### src/rtl/stat_pkg.sv
/*
  Shared constants, event cause positions and the sticky word decode function for the
  cell statistics and event recorder.
  Assumes a 128K x 16 external memory reached through a memory arbiter.
*/
package stat_pkg;

  // ==========================================================
  // Widths and job numbering
  localparam int ADDR_W = 17;
  localparam int DATA_W = 16;
  localparam int QUEUE_W = 8;
  localparam int JOB_W = 4;
  localparam int NUM_JOBS = 16;
  localparam int NUM_CNT = 15;
  localparam int STICKY_JOB = 15;
  localparam int FIRST_QUEUE_JOB = 2;

  // ==========================================================
  // Memory map of counters and sticky words
  localparam logic [ADDR_W-1:0] CNT_BASE = 17'h1_0000;
  localparam logic [ADDR_W-1:0] STICKY_BASE = 17'h1_F000;
  localparam logic [ADDR_W-1:0] GLOBAL_BASE = 17'h1_FF00;

  // ==========================================================
  // Counter job positions
  localparam int J_MGMT = 0;
  localparam int J_MGMT_DROP = 1;
  localparam int J_SEQ_PROT = 2;
  localparam int J_SEQ_ERR = 3;
  localparam int J_RX_BILL = 4;
  localparam int J_RX_DROP = 5;
  localparam int J_UNDERRUN = 6;
  localparam int J_LOST = 7;
  localparam int J_OVERRUN = 8;
  localparam int J_REFRAME = 9;
  localparam int J_PTR_PAR = 10;
  localparam int J_MISINS = 11;
  localparam int J_TX_BILL = 12;
  localparam int J_TX_COND = 13;
  localparam int J_TX_SUPP = 14;

  // ==========================================================
  // Event cause bit positions
  localparam int C_MGMT_CELL = 0;
  localparam int C_MGMT_DROP = 1;
  localparam int C_SNP_ERR = 2;
  localparam int C_SEQ_WAS_SYNC = 3;
  localparam int C_SEQ_NOW_LOST = 4;
  localparam int C_RX_BILL = 5;
  localparam int C_RX_DROP = 6;
  localparam int C_UNDERRUN = 7;
  localparam int C_LOST = 8;
  localparam int C_OVERRUN = 9;
  localparam int C_REFRAME = 10;
  localparam int C_PTR_PAR = 11;
  localparam int C_MISINS = 12;
  localparam int C_TX_BILL = 13;
  localparam int C_TX_COND = 14;
  localparam int C_TX_NOT_SENT = 15;
  localparam int C_LINE_RESYNC = 16;
  localparam int C_TX_ACTIVE = 17;
  localparam int C_HS_MODE = 18;
  localparam int C_SUPPRESS = 19;
  localparam int C_IN_UNDERRUN = 20;
  localparam int C_RESUME = 21;
  localparam int C_FAST_SN_DROP = 22;
  localparam int C_FORCED_DROP = 23;
  localparam int C_BLANK_DROP = 24;
  localparam int C_RX_CELL = 25;
  localparam int C_NOPTR_DROP = 26;
  localparam int C_PTR_VALID = 27;
  localparam int C_SRTS_RESUME = 28;
  localparam int C_SRTS_UNDER = 29;
  localparam int C_PTR_MISMATCH = 30;
  localparam int NUM_CAUSES = 31;

  // ==========================================================
  // Register port map and fields
  localparam logic [3:0] REG_CMD = 4'h0;
  localparam logic [3:0] REG_CTRL = 4'h4;
  localparam logic [3:0] REG_STAT = 4'h8;
  localparam int CMD_CLR_BIT = 0;
  localparam int CTRL_MASK_BIT = 0;
  localparam int STAT_LATCH_BIT = 0;
  localparam int STAT_BUSY_BIT = 1;
  localparam logic CTRL_MASK_RESET = 1'b1;

  // Sticky word of a queue: thirteen receive event bits, upper bits zero.
  function automatic logic [DATA_W-1:0] sticky_bits(input logic [NUM_CAUSES-1:0] c);
    sticky_bits = {3'h0, c[C_PTR_MISMATCH], c[C_SRTS_UNDER], c[C_SRTS_RESUME],
                   c[C_PTR_PAR], c[C_PTR_VALID], c[C_NOPTR_DROP], c[C_RX_CELL],
                   c[C_BLANK_DROP], c[C_FORCED_DROP], c[C_FAST_SN_DROP],
                   c[C_RESUME], c[C_OVERRUN], c[C_IN_UNDERRUN]};
  endfunction

endpackage

### src/rtl/cell_statistics_event_recorder.sv
/*
  Cell statistics and event recorder: turns per-cell event reports into
  counter and sticky-word updates in external memory, drives forced
  underrun pulses, and keeps the management cell interrupt.
  Assumes a memory arbiter in front of the external SRAM and a processor
  on the plain register port that polls and clears the memory words.
*/
// The register addresses and the plain strobed port are this design's own decisions.
`timescale 1ns/100ps
module cell_statistics_event_recorder
  import stat_pkg::*;
(
  // Clock and reset
  input wire logic clk_sys,
  input wire logic reset_n,
  // Register port
  input wire logic [3:0] reg_addr,
  input wire logic [DATA_W-1:0] reg_wdata,
  input wire logic reg_wr,
  input wire logic reg_rd,
  output logic [DATA_W-1:0] reg_rdata,
  // Cell event reports
  input wire logic ev_valid,
  input wire logic [QUEUE_W-1:0] ev_queue,
  input wire logic [NUM_CAUSES-1:0] ev_cause,
  output logic ev_ready,
  // Forced underrun to the receive processor
  output logic force_underrun,
  output logic [QUEUE_W-1:0] force_queue,
  // Interrupt
  output logic mgmt_cell_irq,
  // Memory arbiter
  output logic mem_req,
  output logic mem_we,
  output logic [ADDR_W-1:0] mem_addr,
  output logic [DATA_W-1:0] mem_wdata,
  input wire logic mem_gnt,
  input wire logic mem_rvalid,
  input wire logic [DATA_W-1:0] mem_rdata
);

  typedef enum logic [1:0] {
    S_IDLE = 2'b01,
    S_WAIT = 2'b10
  } rec_state_type;

  rec_state_type state_r;
  logic [NUM_JOBS-1:0] pend_r;
  logic [JOB_W-1:0] job_r;
  logic [QUEUE_W-1:0] queue_r;
  logic [DATA_W-1:0] sticky_r;
  logic start_r;
  logic eng_done;
  logic ev_ready_r;
  logic mask_r;
  logic latch_r;
  logic irq_r;
  logic force_r;
  logic [QUEUE_W-1:0] force_q_r;
  logic [DATA_W-1:0] rdata_r;
  logic take;
  logic clr_cmd;
  logic mgmt_arrive;
  logic [NUM_JOBS-1:0] jobs_nxt;
  logic [ADDR_W-1:0] job_addr_w;

  // ==========================================================
  // Decode functions

  // Counter increments that one event report asks for.
  function automatic logic [NUM_CNT-1:0] cnt_bits(input logic [NUM_CAUSES-1:0] c);
    logic [NUM_CNT-1:0] m;
    m = '0;
    m[J_MGMT] = c[C_MGMT_CELL];
    m[J_MGMT_DROP] = c[C_MGMT_DROP];
    m[J_SEQ_PROT] = c[C_SNP_ERR];
    m[J_SEQ_ERR] = c[C_SEQ_WAS_SYNC] & c[C_SEQ_NOW_LOST];
    m[J_RX_BILL] = c[C_RX_BILL];
    m[J_RX_DROP] = c[C_RX_DROP];
    m[J_UNDERRUN] = c[C_UNDERRUN];
    m[J_LOST] = c[C_LOST];
    m[J_OVERRUN] = c[C_OVERRUN];
    m[J_REFRAME] = c[C_REFRAME];
    m[J_PTR_PAR] = c[C_PTR_PAR];
    m[J_MISINS] = c[C_MISINS];
    m[J_TX_BILL] = c[C_TX_BILL];
    m[J_TX_COND] = c[C_TX_COND];
    // A cell held back counts only when one of the three causes is present.
    m[J_TX_SUPP] = c[C_TX_NOT_SENT] & (c[C_LINE_RESYNC] | c[C_SUPPRESS] |
                   (c[C_TX_ACTIVE] & c[C_HS_MODE]));
    cnt_bits = m;
  endfunction

  // Events that force an underrun on the reporting queue.
  function automatic logic forces(input logic [NUM_CAUSES-1:0] c);
    forces = c[C_OVERRUN] | c[C_FAST_SN_DROP] | c[C_PTR_MISMATCH];
  endfunction

  // Lowest pending job, so work always runs in a fixed order.
  function automatic logic [JOB_W-1:0] first_job(input logic [NUM_JOBS-1:0] p);
    logic [JOB_W-1:0] j;
    j = '0;
    for (int i = NUM_JOBS - 1; i >= 0; i--) begin
      if (p[i]) begin
        j = JOB_W'(i);
      end
    end
    first_job = j;
  endfunction

  // Memory word of a job: globals, per-queue counter blocks, sticky words.
  function automatic logic [ADDR_W-1:0] job_addr(input logic [JOB_W-1:0] j,
                                                 input logic [QUEUE_W-1:0] q);
    logic [ADDR_W-1:0] a;
    a = GLOBAL_BASE + ADDR_W'(j);
    if (j == JOB_W'(STICKY_JOB)) begin
      a = STICKY_BASE + ADDR_W'(q);
    end else if (j >= JOB_W'(FIRST_QUEUE_JOB)) begin
      a = CNT_BASE + ADDR_W'({j - JOB_W'(FIRST_QUEUE_JOB), 8'h00}) + ADDR_W'(q);
    end
    job_addr = a;
  endfunction

  // ==========================================================
  // Event acceptance

  // One report is taken at a time; the source stalls while jobs drain.
  assign take = ev_valid & ev_ready_r;
  assign jobs_nxt = {|sticky_bits(ev_cause), cnt_bits(ev_cause)};
  assign job_addr_w = job_addr(job_r, queue_r);

  // Queue number and sticky pattern are held until the last job ends.
  always_ff @(posedge clk_sys) begin
    if (!reset_n) begin
      queue_r <= 8'h00;
      sticky_r <= 16'h0000;
    end else if (take) begin
      queue_r <= ev_queue;
      sticky_r <= sticky_bits(ev_cause);
    end
  end

  // Ready returns only once the pending set is empty and the engine idle.
  always_ff @(posedge clk_sys) begin
    if (!reset_n) begin
      ev_ready_r <= 1'b0;
    end else if (take) begin
      ev_ready_r <= 1'b0;
    end else begin
      ev_ready_r <= (state_r == S_IDLE) && (pend_r == '0) && !start_r;
    end
  end

  // Forced underrun pulse, one cycle after the offending report.
  always_ff @(posedge clk_sys) begin
    if (!reset_n) begin
      force_r <= 1'b0;
      force_q_r <= 8'h00;
    end else begin
      force_r <= take && forces(ev_cause);
      if (take) begin
        force_q_r <= ev_queue;
      end
    end
  end

  // ==========================================================
  // Job sequencing

  // Pending set and job issue; a load only happens with the set empty.
  always_ff @(posedge clk_sys) begin
    if (!reset_n) begin
      state_r <= S_IDLE;
      pend_r <= '0;
      job_r <= '0;
      start_r <= 1'b0;
    end else begin
      start_r <= 1'b0;
      if (take) begin
        pend_r <= jobs_nxt;
      end
      unique case (state_r)
        S_IDLE: begin
          if (pend_r != '0) begin
            job_r <= first_job(pend_r);
            pend_r[first_job(pend_r)] <= 1'b0;
            start_r <= 1'b1;
            state_r <= S_WAIT;
          end
        end
        S_WAIT: begin
          if (eng_done) begin
            state_r <= S_IDLE;
          end
        end
      endcase
    end
  end

  // Counters increment; the sticky word job ORs in the new event bits.
  stat_rmw_engine u_engine (
    .clk_sys(clk_sys),
    .reset_n(reset_n),
    .start(start_r),
    .op_or(job_r == JOB_W'(STICKY_JOB)),
    .addr(job_addr_w),
    .or_mask(sticky_r),
    .done(eng_done),
    .mem_req(mem_req),
    .mem_we(mem_we),
    .mem_addr(mem_addr),
    .mem_wdata(mem_wdata),
    .mem_gnt(mem_gnt),
    .mem_rvalid(mem_rvalid),
    .mem_rdata(mem_rdata)
  );

  // ==========================================================
  // Register port and interrupt

  assign clr_cmd = reg_wr && (reg_addr == REG_CMD) && reg_wdata[CMD_CLR_BIT];
  assign mgmt_arrive = take && ev_cause[C_MGMT_CELL];

  // Mask bit, set after reset so nothing fires before software is ready.
  always_ff @(posedge clk_sys) begin
    if (!reset_n) begin
      mask_r <= CTRL_MASK_RESET;
    end else if (reg_wr && reg_addr == REG_CTRL) begin
      mask_r <= reg_wdata[CTRL_MASK_BIT];
    end
  end

  // Latch: an unmasked arrival in the same cycle as a clear still sets it.
  always_ff @(posedge clk_sys) begin
    if (!reset_n) begin
      latch_r <= 1'b0;
    end else if (mgmt_arrive && !mask_r) begin
      latch_r <= 1'b1;
    end else if (clr_cmd || mask_r) begin
      latch_r <= 1'b0;
    end
  end

  // Interrupt output, gated by the mask so a set mask drops it on the next clock.
  always_ff @(posedge clk_sys) begin
    if (!reset_n) begin
      irq_r <= 1'b0;
    end else begin
      irq_r <= latch_r && !mask_r;
    end
  end

  // Read data stand for one cycle only; unmapped and command read zero.
  always_ff @(posedge clk_sys) begin
    if (!reset_n) begin
      rdata_r <= 16'h0000;
    end else begin
      rdata_r <= 16'h0000;
      if (reg_rd && reg_addr == REG_CTRL) begin
        rdata_r[CTRL_MASK_BIT] <= mask_r;
      end
      if (reg_rd && reg_addr == REG_STAT) begin
        rdata_r[STAT_LATCH_BIT] <= latch_r;
        rdata_r[STAT_BUSY_BIT] <= !ev_ready_r;
      end
    end
  end

  assign reg_rdata = rdata_r;
  assign ev_ready = ev_ready_r;
  assign force_underrun = force_r;
  assign force_queue = force_q_r;
  assign mgmt_cell_irq = irq_r;
endmodule

### src/rtl/stat_rmw_engine.sv
/*
  Read-modify-write engine: one word of external memory per start pulse,
  either incremented with wrap or ORed with a mask.
  Assumes the arbiter grants a held request with a one-cycle mem_gnt and
  returns read data later with a one-cycle mem_rvalid.
*/
`timescale 1ns/100ps
module stat_rmw_engine
  import stat_pkg::*;
(
  // Clock and reset
  input wire logic clk_sys,
  input wire logic reset_n,
  // Job request
  input wire logic start,
  input wire logic op_or,
  input wire logic [ADDR_W-1:0] addr,
  input wire logic [DATA_W-1:0] or_mask,
  output logic done,
  // Memory arbiter
  output logic mem_req,
  output logic mem_we,
  output logic [ADDR_W-1:0] mem_addr,
  output logic [DATA_W-1:0] mem_wdata,
  input wire logic mem_gnt,
  input wire logic mem_rvalid,
  input wire logic [DATA_W-1:0] mem_rdata
);

  typedef enum logic [3:0] {
    E_IDLE = 4'b0001,
    E_RD = 4'b0010,
    E_WAIT = 4'b0100,
    E_WR = 4'b1000
  } eng_state_type;

  eng_state_type state_r;
  logic op_r;
  logic [DATA_W-1:0] mask_r;

  // ==========================================================
  // Handshake sequencing: read request, read data, write request.
  always_ff @(posedge clk_sys) begin
    if (!reset_n) begin
      state_r <= E_IDLE;
      mem_req <= 1'b0;
      mem_we <= 1'b0;
      done <= 1'b0;
    end else begin
      done <= 1'b0;
      unique case (state_r)
        E_IDLE: begin
          if (start) begin
            mem_req <= 1'b1;
            state_r <= E_RD;
          end
        end
        E_RD: begin
          if (mem_gnt) begin
            mem_req <= 1'b0;
            state_r <= E_WAIT;
          end
        end
        E_WAIT: begin
          if (mem_rvalid) begin
            mem_req <= 1'b1;
            mem_we <= 1'b1;
            state_r <= E_WR;
          end
        end
        E_WR: begin
          if (mem_gnt) begin
            mem_req <= 1'b0;
            mem_we <= 1'b0;
            done <= 1'b1;
            state_r <= E_IDLE;
          end
        end
      endcase
    end
  end

  // Job data; the address stays put for the whole read-modify-write.
  always_ff @(posedge clk_sys) begin
    if (!reset_n) begin
      op_r <= 1'b0;
      mask_r <= 16'h0000;
      mem_addr <= 17'h0_0000;
      mem_wdata <= 16'h0000;
    end else begin
      if (state_r == E_IDLE && start) begin
        op_r <= op_or;
        mask_r <= or_mask;
        mem_addr <= addr;
      end
      if (state_r == E_WAIT && mem_rvalid) begin
        // The counter is never cleared here; all ones wraps to zero.
        mem_wdata <= op_r ? (mem_rdata | mask_r) : (mem_rdata + 16'h0001);
      end
    end
  end
endmodule

### config.mk
export PLATFORM = sky130hd
export DESIGN_NAME = cell_statistics_event_recorder
export DESIGN_NICKNAME = d
export VERILOG_FILES = /design/src/rtl/stat_pkg.sv /design/src/rtl/cell_statistics_event_recorder.sv /design/src/rtl/stat_rmw_engine.sv
export SDC_FILE = /design/constraint.sdc
export NUM_CORES = 1
export LEC_CHECK = 0
export ABC_AREA = 1
export BUFFER_PORTS_ARGS = -buffer_cell sky130_fd_sc_hd__buf_2
export CORE_MARGIN = 3
export CORE_UTILIZATION = 51
export DETAILED_ROUTE_END_ITERATION = 8
export PLACE_DENSITY = 0.81
export SYNTH_ARGS = -nofsm -noshare
export SYNTH_HDL_FRONTEND = slang
export SYNTH_SLANG_ARGS = --single-unit
### constraint.sdc
create_clock -name clk_sys -period 1.7 [get_ports clk_sys]
set_input_delay 0.17 -clock clk_sys [delete_from_list [all_inputs] [get_ports clk_sys]]
set_output_delay 0.17 -clock clk_sys [all_outputs]
set_load 0.02 [all_outputs]
* Word-level counts from Yosys, hierarchy flattened
Index checks and enable logic that the tools add are counted.
** Word-level totals
- Bits in registers :: 119
- Bits in latches :: 0
- Bits in writable memories :: 0
- Bits in read-only memories :: 0
- Bits of input ports :: 82
- Output and inout port bits :: 62
- Logic and storage cells :: 140
- Memories kept :: 0
** Cells by class
- Add/sub/neg operators :: 6
- Multiply operators :: 0
- Div/mod/pow operators :: 0
- Order comparisons :: 3
- Eq/ne operators :: 16
- Shift-type cells :: 0
- Muxes and demuxes :: 47
- Bitwise logic cells :: 12
- Reduce and logical (&&, ||, !) cells :: 34
** Operators by type and width (number)
- 4-bit 2-to-1 mux :: 23
- 16-bit 2-to-1 mux :: 5
- 17-bit 2-to-1 mux :: 2
- 17-bit by 12-bit adder with 17-bit output, first input constant :: 1
- 17-bit by 8-bit adder with 17-bit output :: 1
- 16-bit by 1-bit adder with 16-bit output, second input constant :: 1
- 16-bit AND :: 1
- 16-bit zero test :: 1
- 16-bit inverter :: 1
- 16-bit by 13-bit OR with 16-bit output :: 1
- 4-bit one-hot mux with 4 select lines :: 1
- 16-bit nonzero test :: 1
- 13-bit by 9-bit adder with 14-bit output, first input constant :: 1
- 1-bit logical AND :: 14
- 13-bit OR reduction :: 1
- 4-bit equality test, second input constant :: 3
- 9-bit by 5-bit adder with 10-bit output, first input constant :: 1
- 2-bit AND reduction :: 5
- 1-bit 2-to-1 mux :: 9
- 4-bit by 3-bit equality test with 1-bit output, second input constant :: 2
- 2-bit inequality test, second input constant :: 4
- 2-bit 2-to-1 mux :: 3
- 2-bit by 1-bit inequality test with 1-bit output, second input constant :: 3
- 3-bit AND reduction :: 2
- 21 further kinds :: 31

* Depth between registers and ports, before layout
Gate-level depths: netlist (run 1).
- Depth after elaboration :: 27
- Gate-level depth with buffers :: 19
- Gate-level depth less buffers :: 19

* By module
From an unflattened synthesis (run 1), not the netlist that was laid out.
** Second synthesis, totals
- Cell total of the unflattened synthesis :: 701
- Area total of the unflattened synthesis :: 5134.9 sq um
** Modules (own cells, without submodules)
- stat_rmw_engine :: instances 1, cells each 351, area an instance 2652.5 sq um, seq. area each 1141.1 sq um
- cell_statistics_event_recorder :: instances 1, cells each 350, area an instance 2482.4 sq um, seq. area each 1021.0 sq um

* Least setup slack after synthesis (run 1)
OpenSTA, ideal clock, no wires.
- Path type :: reg-to-reg
- Start point :: reg u_engine.op_r
- End point :: reg u_engine.mem_wdata[15]
- Library setup time :: 0.114 ns
- Arrival :: 1.398 ns
- Data required time :: 1.586 ns
- Path slack :: 0.188 ns
- Stages on the path, launching flop included :: 15
- Buffers on the path :: 0
- Clock period less this slack :: 1.512 ns
- Cell sequence :: dfxtp_1 -> clkinv_2 -> nand4_2 -> nor2_2 -> inv_2 -> nor2_2 -> inv_2 -> nor2_4 -> nand3_2 -> nor2_4 -> nand4_2 -> nand2_1 -> nand2_1 -> o21bai_1 -> inv_1
** Between the ends
- Longest elaborated chain between the ends :: 1
** Ends and longest elaborated chain
- from (decl) :: RTL line stat_rmw_engine.sv:38 : logic op_r;
- from (signal assigned) :: RTL line stat_rmw_engine.sv:92 : op_r <= op_or;
- 16-bit 2-to-1 mux :: RTL line stat_rmw_engine.sv:98 : mem_wdata <= op_r ? (mem_rdata | mask_r) : (mem_rdata + 16'h0001);
- to (signal assigned) :: RTL line stat_rmw_engine.sv:98
- to (decl) :: RTL line stat_rmw_engine.sv:24 : output logic [DATA_W-1:0] mem_wdata,
Every way passes these cells.
A chain may end at the register's enable or synchronous reset.

* Worst setup path in the final report (run 1)
- Start point :: reg pend_r[15]
- End point :: reg pend_r[7]
** Between the ends
- Longest elaborated chain between the ends :: 27
- Elaborated cells between the ends (all ways) :: 29
- Classes of those cells :: 2 x order compare; 23 x mux; 2 x bitwise; 2 x reduce/logical
** Ends and longest elaborated chain
- from (decl) :: RTL line cell_statistics_event_recorder.sv:48 : logic [NUM_JOBS-1:0] pend_r;
- from (signal assigned) :: RTL line cell_statistics_event_recorder.sv:180 : pend_r <= jobs_nxt;
- 4-bit 2-to-1 mux (16 in series) :: RTL line cell_statistics_event_recorder.sv:104 : if (p[i]) begin
- 4-bit 2-to-1 mux :: RTL line cell_statistics_event_recorder.sv:184 : if (pend_r != '0) begin
- 4-bit 2-to-1 mux :: RTL line cell_statistics_event_recorder.sv:182 : unique case (state_r)
- 4-bit 2-to-1 mux :: RTL line cell_statistics_event_recorder.sv:172 : if (!reset_n) begin
- 4-bit by 5-bit < comparator with 1-bit output (not written as such) or 4-bit by 1-bit greater-or-equal comparator with 1-bit output (tied branches) :: RTL line cell_statistics_event_recorder.sv:186 : pend_r[first_job(pend_r)] <= 1'b0;
- 1-bit logical AND (not written as such) :: RTL line cell_statistics_event_recorder.sv:186
- 1-bit 2-to-1 mux (not written as such) :: RTL line cell_statistics_event_recorder.sv:186
- 1-bit demux with 4-bit select :: RTL line cell_statistics_event_recorder.sv:186
- 16-bit inverter (no source line)
- 16-bit AND (no source line)
- 16-bit 2-to-1 mux * :: RTL line cell_statistics_event_recorder.sv:184
- 16-bit 2-to-1 mux * :: RTL line cell_statistics_event_recorder.sv:182
Mark *: on every way between the ends. The rest lies on a longest branch, timed or not. The select of a mux whose other input is x is not followed.

==> results.md, run 1 <==
- CP top delay family: simple AND/OR/NAND/NOR gates
- Place WS: 0.0291 ns
- Routed length per instance: 13.6 µm
- CP max stage delay: 0.35 ns
- Cell variety after synth: 45
- Post-cts hold buffer count: 0
- Cell Chain, Critical Path: inv_1 > nand2_1 > nand3_1 > nand3_1 > nand3_1 > nand3_1 > nand2_1 > nand3_1 > nand3_2 > buf_4 > o31ai_2 > inv_1
- Worst hold path class: input port to register
- Remaining DRCs: 0
- Clock root buffer: clkbuf_8
- Vias in the first global route: 4197
- Synth Register Bits: 102
- Post-route antenna net violation count: 0
- Die area: 10200 µm²
- CP Max Fanout: 3
- Mean Syn Cell Area: 7.28 µm²
- Adder-Cell Fraction of Synth Area: 0.541%
- Leakage: 2.66 nW
- Fin worst setup slack: 0.00815 ns
- Xor and xnor area share after synthesis: 0.947%
- Met2 wire length: 6030 µm
- HP Start: ev_queue[6]
- Synth Area in Compound Gates: 17.2%
- Die H: 101 µm
- Min Clock Period, post-route: 1.69 ns
- GRT Total Usage: 22.1%
- Switching share of power: 41.1%
- GP Congestion: 0.910
- Post-Route WL: 11800 µm
- Number of synthesized flops with an enable pin: 0
- Reg power frac: 38.4%
- CP Launch Type: register
- Hold Vio Cnt, Final: 0
- Storage cell area: 2050 µm²
- Final period utilization: 99.5%
- Footprint of the multi-input gates: 2210 µm²
- Commonest non-fill, non-tap cell in the layout: buf_2
- Slew Viols, Final: 0
- Starting density of the core: 52.8%
- Clock transition at path regs: 0.11 ns
- Slowest CP cell: dfxtp_2
- First-pass GRT wire length: 18500 µm
- CP Capture Type: register
- Metal3 WL: 786 µm
- Iter 0 DRT Violations: 197
- Psw: 3.19 mW
- Status: completed
- Hold Slack: 0.0349 ns
- Port Buffers: 114
- Most used flip-flop cell after synthesis: dfxtp_1
- CTS tree: done
- Main combinational cell family by area after synthesis: simple AND/OR/NAND/NOR gates
- TNS Setup: 0 ns
- Fraction of final layout cells sized beyond drive strength 1: 26.9%
- CP Class: register to register
- Number of buffers created by CTS: 9
- Routed met1 length: 4770 µm
- Vias post-DR: 4569
- CP most frequent cell: nand3_1
- Comb pwr share: 40.6%
- Placed Area: 5360 µm²
- Final Power: 7.76 mW
- DP HPWL: 8580 µm
- R2r startpoint: pend_r[15]$_SDFF_PN0_
- R2r endpoint: pend_r[7]$_SDFF_PN0_
- Post-synthesis simple-gate area fraction: 24.8%
- Largest net degree at the start of global routing: 52
- Skew-Pair Late Insertion Delay: 0.38 ns
- Mux cell area share after synthesis: 0.676%
- Worst R2R Path Depth: 12
- Hold Crit Endpoint: force_queue[6]$_SDFFE_PN0P_
- # setup viols final: 0
- CTS Buffer Depth: 2
- Cell Area, Synth: 4620 µm²
- Reg-to-reg setup timing slack: 0.008 ns
- Fmax: 591 MHz
- Max_cap viols: 0
- Most frequent cells in the layout: buf_2 (114), nand2_1 (99), dfxtp_1 (97), nor2_1 (72), inv_1 (69)
- P&R area growth vs syn: 23.7%
- # rows: 34
- Initial antenna violation count: 0
- Pwr Density: 1360 nW/µm²
- Worst Path Arrival: 1.97 ns
- Post-Syn Instances: 635
- Nets: 840
- Seq/Total Area, Yosys: 44.2%
- Design Area, Final: 5720 µm²
- DR pass1 iterations: 4
- H-tree levels: 3
- Hold Path Cell Cnt: 3
- Clk network pwr share: 20.9%
- Ys async rst share: 0%
- Vias per inst: 5.26
- Clock Skew: 0.0146 ns
- Final Non-Filler Cells: 869
- Placed cell count: 850
- Clock sinks: 102
- Unrepaired setup endpoints after global routing: true
- Layout fillers: 748
- P_int: 4.57 mW
- Ports: 144
- Top routing layer used: met4
- Synthesis warning total: 0
- Worst Path Required: 1.98 ns
- Die width: 101 µm
- Final core occ: 65.3%
- Worst vdd ir: 0.000820 V
- # diodes: 0
- Grt ovf: 0
- Buf/Inv on CP: 3
- Core box area: 8760 µm²
-- logic make-up (layout without fill, tap and decap cells) --
logic type	after synthesis	in the layout
AOI/OAI and AO/OA	144	144
xor gates and xnor gates	5	5
adders and majority gates	2	2
buffers and inverters	124	237
DFF	102	102
muxes	3	3
other	1	14
and+or+nand+nor	254	254
-- per-layer routing --
layer | track usage (%) | vias to the layer above
met4 | 7.26 | 0
met5 | 0 | -
met2 | 39.5 | 170
li1 | - | 2300
met1 | 26.6 | 2077
met3 | 4.41 | 22
-- synth_stat cells, types with 2 or more instances --
master / instances / area share (%)
a211oi_1: 9 / 1.5
buf_4: 17 / 2.8
o31ai_1: 2 / 0.32
mux2i_1: 2 / 0.43
nor3_1: 6 / 0.65
inv_1: 71 / 5.8
nand3_1: 36 / 3.9
inv_2: 7 / 0.57
ha_1: 2 / 0.54
nand4_2: 2 / 0.54
a31oi_1: 3 / 0.41
clkinv_1: 2 / 0.16
nor4_1: 6 / 0.81
nand2_1: 103 / 8.4
nor2_2: 5 / 0.68
nor2_4: 2 / 0.49
nand4_1: 11 / 1.5
o211ai_1: 5 / 0.81
o21ai_0: 56 / 6.1
nor3_2: 2 / 0.43
nor2_1: 73 / 5.9
buf_2: 3 / 0.32
a21oi_1: 59 / 6.4
clkbuf_1: 21 / 1.7
dfxtp_1: 102 / 44
nand2_2: 3 / 0.41
xor2_1: 4 / 0.76
o21bai_1: 4 / 0.65
-- area by class of cell --
cell class                 count  share of cell area [%]
multi-input combinational    422                    38.6
inverter                      81                    5.38
clock buffer                   9                    2.17
sequential                   102                    35.8
timing repair buffer         140                    14.1
clock inverter                 7                    1.60
tap                          108                    2.36
-- power groups by stage --
stage               registers [mW]  logic [mW]  clock network (mW)
finish                        2.98        3.15                1.62
global route                  3.03        3.46                1.73
CTS                           2.97        2.79                1.64
detailed placement            3.02        2.75                   0
global placement              3.00        2.66                   0
floorplan                     3.13        1.76                   0
-- worst reg2reg max path, stage by stage, from the launching register on --
cell and delay, ns:
dfxtp_2 0.35, inv_1 0.05, nand2_1 0.09, nand3_1 0.09, nand3_1 0.08, nand3_1 0.09, nand3_1 0.08, nand2_1 0.06
nand3_1 0.12, nand3_2 0.15, buf_4 0.19, o31ai_2 0.20, inv_1 0.06
-- sequential cells by signal, indices dropped and copies added (netlist names) --
| register | cells |
|---|---|
| ev_ready | 1 |
| job_r | 4 |
| u_engine.mem_we | 1 |
| latch_r | 1 |
| sticky_r | 13 |
| u_engine.mem_req | 1 |
| u_engine.state_r | 4 |
| u_engine.op_r | 1 |
| u_engine.mask_r | 13 |
| u_engine.mem_addr | 14 |
| u_engine.done | 1 |
| state_r | 2 |
| force_queue | 8 |
| mgmt_cell_irq | 1 |
| start_r | 1 |
| force_underrun | 1 |
| pend_r | 16 |
| u_engine.mem_wdata | 16 |
| reg_rdata | 2 |
| mask_r | 1 |
-- repair_timing --
item,in CTS,in global routing
setup buffers,0,3
endpoints found under the setup margin,0,37
gates resized for setup,0,33
-- worst max path at each step --
stage | startpoint | endpoint | cells past startpoint
after floorplan | u_engine.op_r$_SDFFE_PN0P_ | u_engine.mem_wdata[15]$_SDFFE_PN0P_ | 14
after global placement | pend_r[0]$_SDFF_PN0_ | pend_r[15]$_SDFF_PN0_ | 10
after detailed placement | mem_rdata[0] | u_engine.mem_wdata[12]$_SDFFE_PN0P_ | 11
after CTS | pend_r[0]$_SDFF_PN0_ | pend_r[15]$_SDFF_PN0_ | 10
after global routing | u_engine.op_r$_SDFFE_PN0P_ | u_engine.mem_wdata[15]$_SDFFE_PN0P_ | 14
final | pend_r[15]$_SDFF_PN0_ | pend_r[7]$_SDFF_PN0_ | 12
(Power assumes the default switching activity.)
==> run 2, diff against run 1 <==
MAX_ROUTING_LAYER = met4   (was unset)
==> run 2 against run 1 <==
- the flow now finishes with violations (setup timing)
- total power about the same
- via count decreased by 0.70%
- clock skew hardly changed
==> results.md, run 2 (same netlist as run 1, synthesis figures left out) <==
- Status: finished, violations left
- Failing checks: setup timing
- Number of buffers created by CTS: 9
- Min Clock Period, post-route: 1.71 ns
- Worst hold path class: input port to register
- Port Buffers: 114
- P&R area growth vs syn: 23.7%
- Fin worst setup slack: -0.00549 ns
- # setup viols final: 1
- Psw: 3.19 mW
- Placed cell count: 850
- CP Launch Type: register
- Post-Route WL: 11800 µm
- Reg-to-reg setup timing slack: -0.005 ns
- CP Class: register to register
- Switching share of power: 41.2%
- CP Max Fanout: 3
- Clock transition at path regs: 0.11 ns
- Slew Viols, Final: 0
- Core box area: 8760 µm²
- Commonest non-fill, non-tap cell in the layout: buf_2
- Nets: 840
- Pwr Density: 1360 nW/µm²
- CP max stage delay: 0.35 ns
- # diodes: 0
- Skew-Pair Late Insertion Delay: 0.38 ns
- Ports: 144
- Post-cts hold buffer count: 0
- Die width: 101 µm
- Slowest CP cell: dfxtp_2
- Worst vdd ir: 0.000818 V
- Largest net degree at the start of global routing: 52
- Worst Path Required: 1.98 ns
- Hold Vio Cnt, Final: 0
- Clock sinks: 102
- Design Area, Final: 5720 µm²
- Iter 0 DRT Violations: 243
- Final period utilization: 100%
- Routed length per instance: 13.6 µm
- CP top delay family: simple AND/OR/NAND/NOR gates
- Grt ovf: 0
- Buf/Inv on CP: 3
- R2r startpoint: pend_r[15]$_SDFF_PN0_
- H-tree levels: 3
- Clock root buffer: clkbuf_8
- Comb pwr share: 40.6%
- GRT Total Usage: 22.8%
- Cell Chain, Critical Path: inv_1 > nand2_1 > nand3_1 > nand3_1 > nand3_1 > nand3_1 > nand2_1 > nand3_1 > nand3_2 > buf_4 > o31ai_2 > inv_1
- # rows: 34
- Vias in the first global route: 4189
- CTS tree: done
- Layout fillers: 748
- DR pass1 iterations: 4
- Clk network pwr share: 20.9%
- Initial antenna violation count: 0
- Reg power frac: 38.4%
- DP HPWL: 8580 µm
- Die area: 10200 µm²
- TNS Setup: -0.00549 ns
- Crit path launch: pend_r[15]$_SDFF_PN0_
- Vias per inst: 5.22
- Starting density of the core: 52.8%
- Most frequent cells in the layout: buf_2 (114), nand2_1 (99), dfxtp_1 (97), nor2_1 (72), inv_1 (69)
- Fmax: 586 MHz
- Worst Path Arrival: 1.98 ns
- HP Start: ev_queue[6]
- Vias post-DR: 4537
- Die H: 101 µm
- Final Non-Filler Cells: 869
- GP Congestion: 0.926
- Fraction of final layout cells sized beyond drive strength 1: 26.9%
- Remaining DRCs: 0
- CP most frequent cell: nand3_1
- Max_cap viols: 0
- First-pass GRT wire length: 18500 µm
- Placed Area: 5360 µm²
- Post-route antenna net violation count: 0
- CP Capture Type: register
- Clock Skew: 0.0145 ns
- Leakage: 2.66 nW
- Unrepaired setup endpoints after global routing: true
- Biggest regs: pend_r: 16 flops, u_engine.mem_wdata: 16 flops, u_engine.mem_addr: 14 flops
- P_int: 4.57 mW
- CTS Buffer Depth: 2
==> run 2: timing repair <==
item / 4_1_cts / 5_1_grt
resized for setup: 0 / 33
buffers inserted: 0 / 3
setup endpoints to repair: 0 / 37
==> run 2: power by group through the flow <==
stage | sequential [mW] | clock [mW] | combinational, mW
CTS | 2.97 | 1.64 | 2.79
global placement | 3.00 | 0 | 2.66
global route | 3.03 | 1.73 | 3.46
floorplan | 3.13 | 0 | 1.76
finish | 2.98 | 1.63 | 3.15
detailed placement | 3.02 | 0 | 2.75
==> run 2: worst register-to-register path: cells and delay by family, from the launching register on <==
kind            cells  cell delay (ns)
buf+inv             3             0.30
simple gates        8             0.76
flops               1             0.35
compound gates      1             0.20
==> run 2: per-layer routing <==
metal / vias up / global-route usage [%] / share of wire [%]
li1: 2295 / - / -
met1: 2058 / 26.7 / 41
met2: 160 / 39.5 / 51
met3: 24 / 4.27 / 6.3
met4: 0 / 7.26 / 2.0
met5: - / - / 0
==> run 2: final cells by class <==
cell class / count / area, µm² / area share (%)
Clock buffer: 9 / 124 / 2.17
Clock inverter: 7 / 91.3 / 1.60
Inverter: 81 / 308 / 5.38
Multi-Input combinational cell: 422 / 2210 / 38.6
Sequential cell: 102 / 2050 / 35.8
Tap cell: 108 / 135 / 2.36
Timing Repair Buffer: 140 / 807 / 14.1
==> run 2: worst paths after layout <==
| kind | end | depth (start not counted) |
|---|---|---|
| worst max-delay path | pend_r[7]$_SDFF_PN0_ | 12 |
| worst min-delay path | force_queue[6]$_SDFFE_PN0P_ | 3 |
| worst max register to register | pend_r[7]$_SDFF_PN0_ | 12 |
| worst min register to register | u_engine.mask_r[3]$_SDFFE_PN0P_ | 2 |
==> run 2: per-stage QoR <==
stage / setup WS, ns / hold slack [ns] / power [mW] / util [%]
after floorplan: 0.188 / 0.290 / 4.89 / -
after global placement: 0.0937 / 0.413 / 5.66 / 61.2
after detailed placement: 0.0291 / 0.432 / 5.78 / 61.2
after CTS: 0.00252 / 0.0333 / 7.40 / 63.6
after global routing: -0.121 / 0.0373 / 8.22 / 65.3
final: -0.00549 / 0.0357 / 7.76 / 65.3
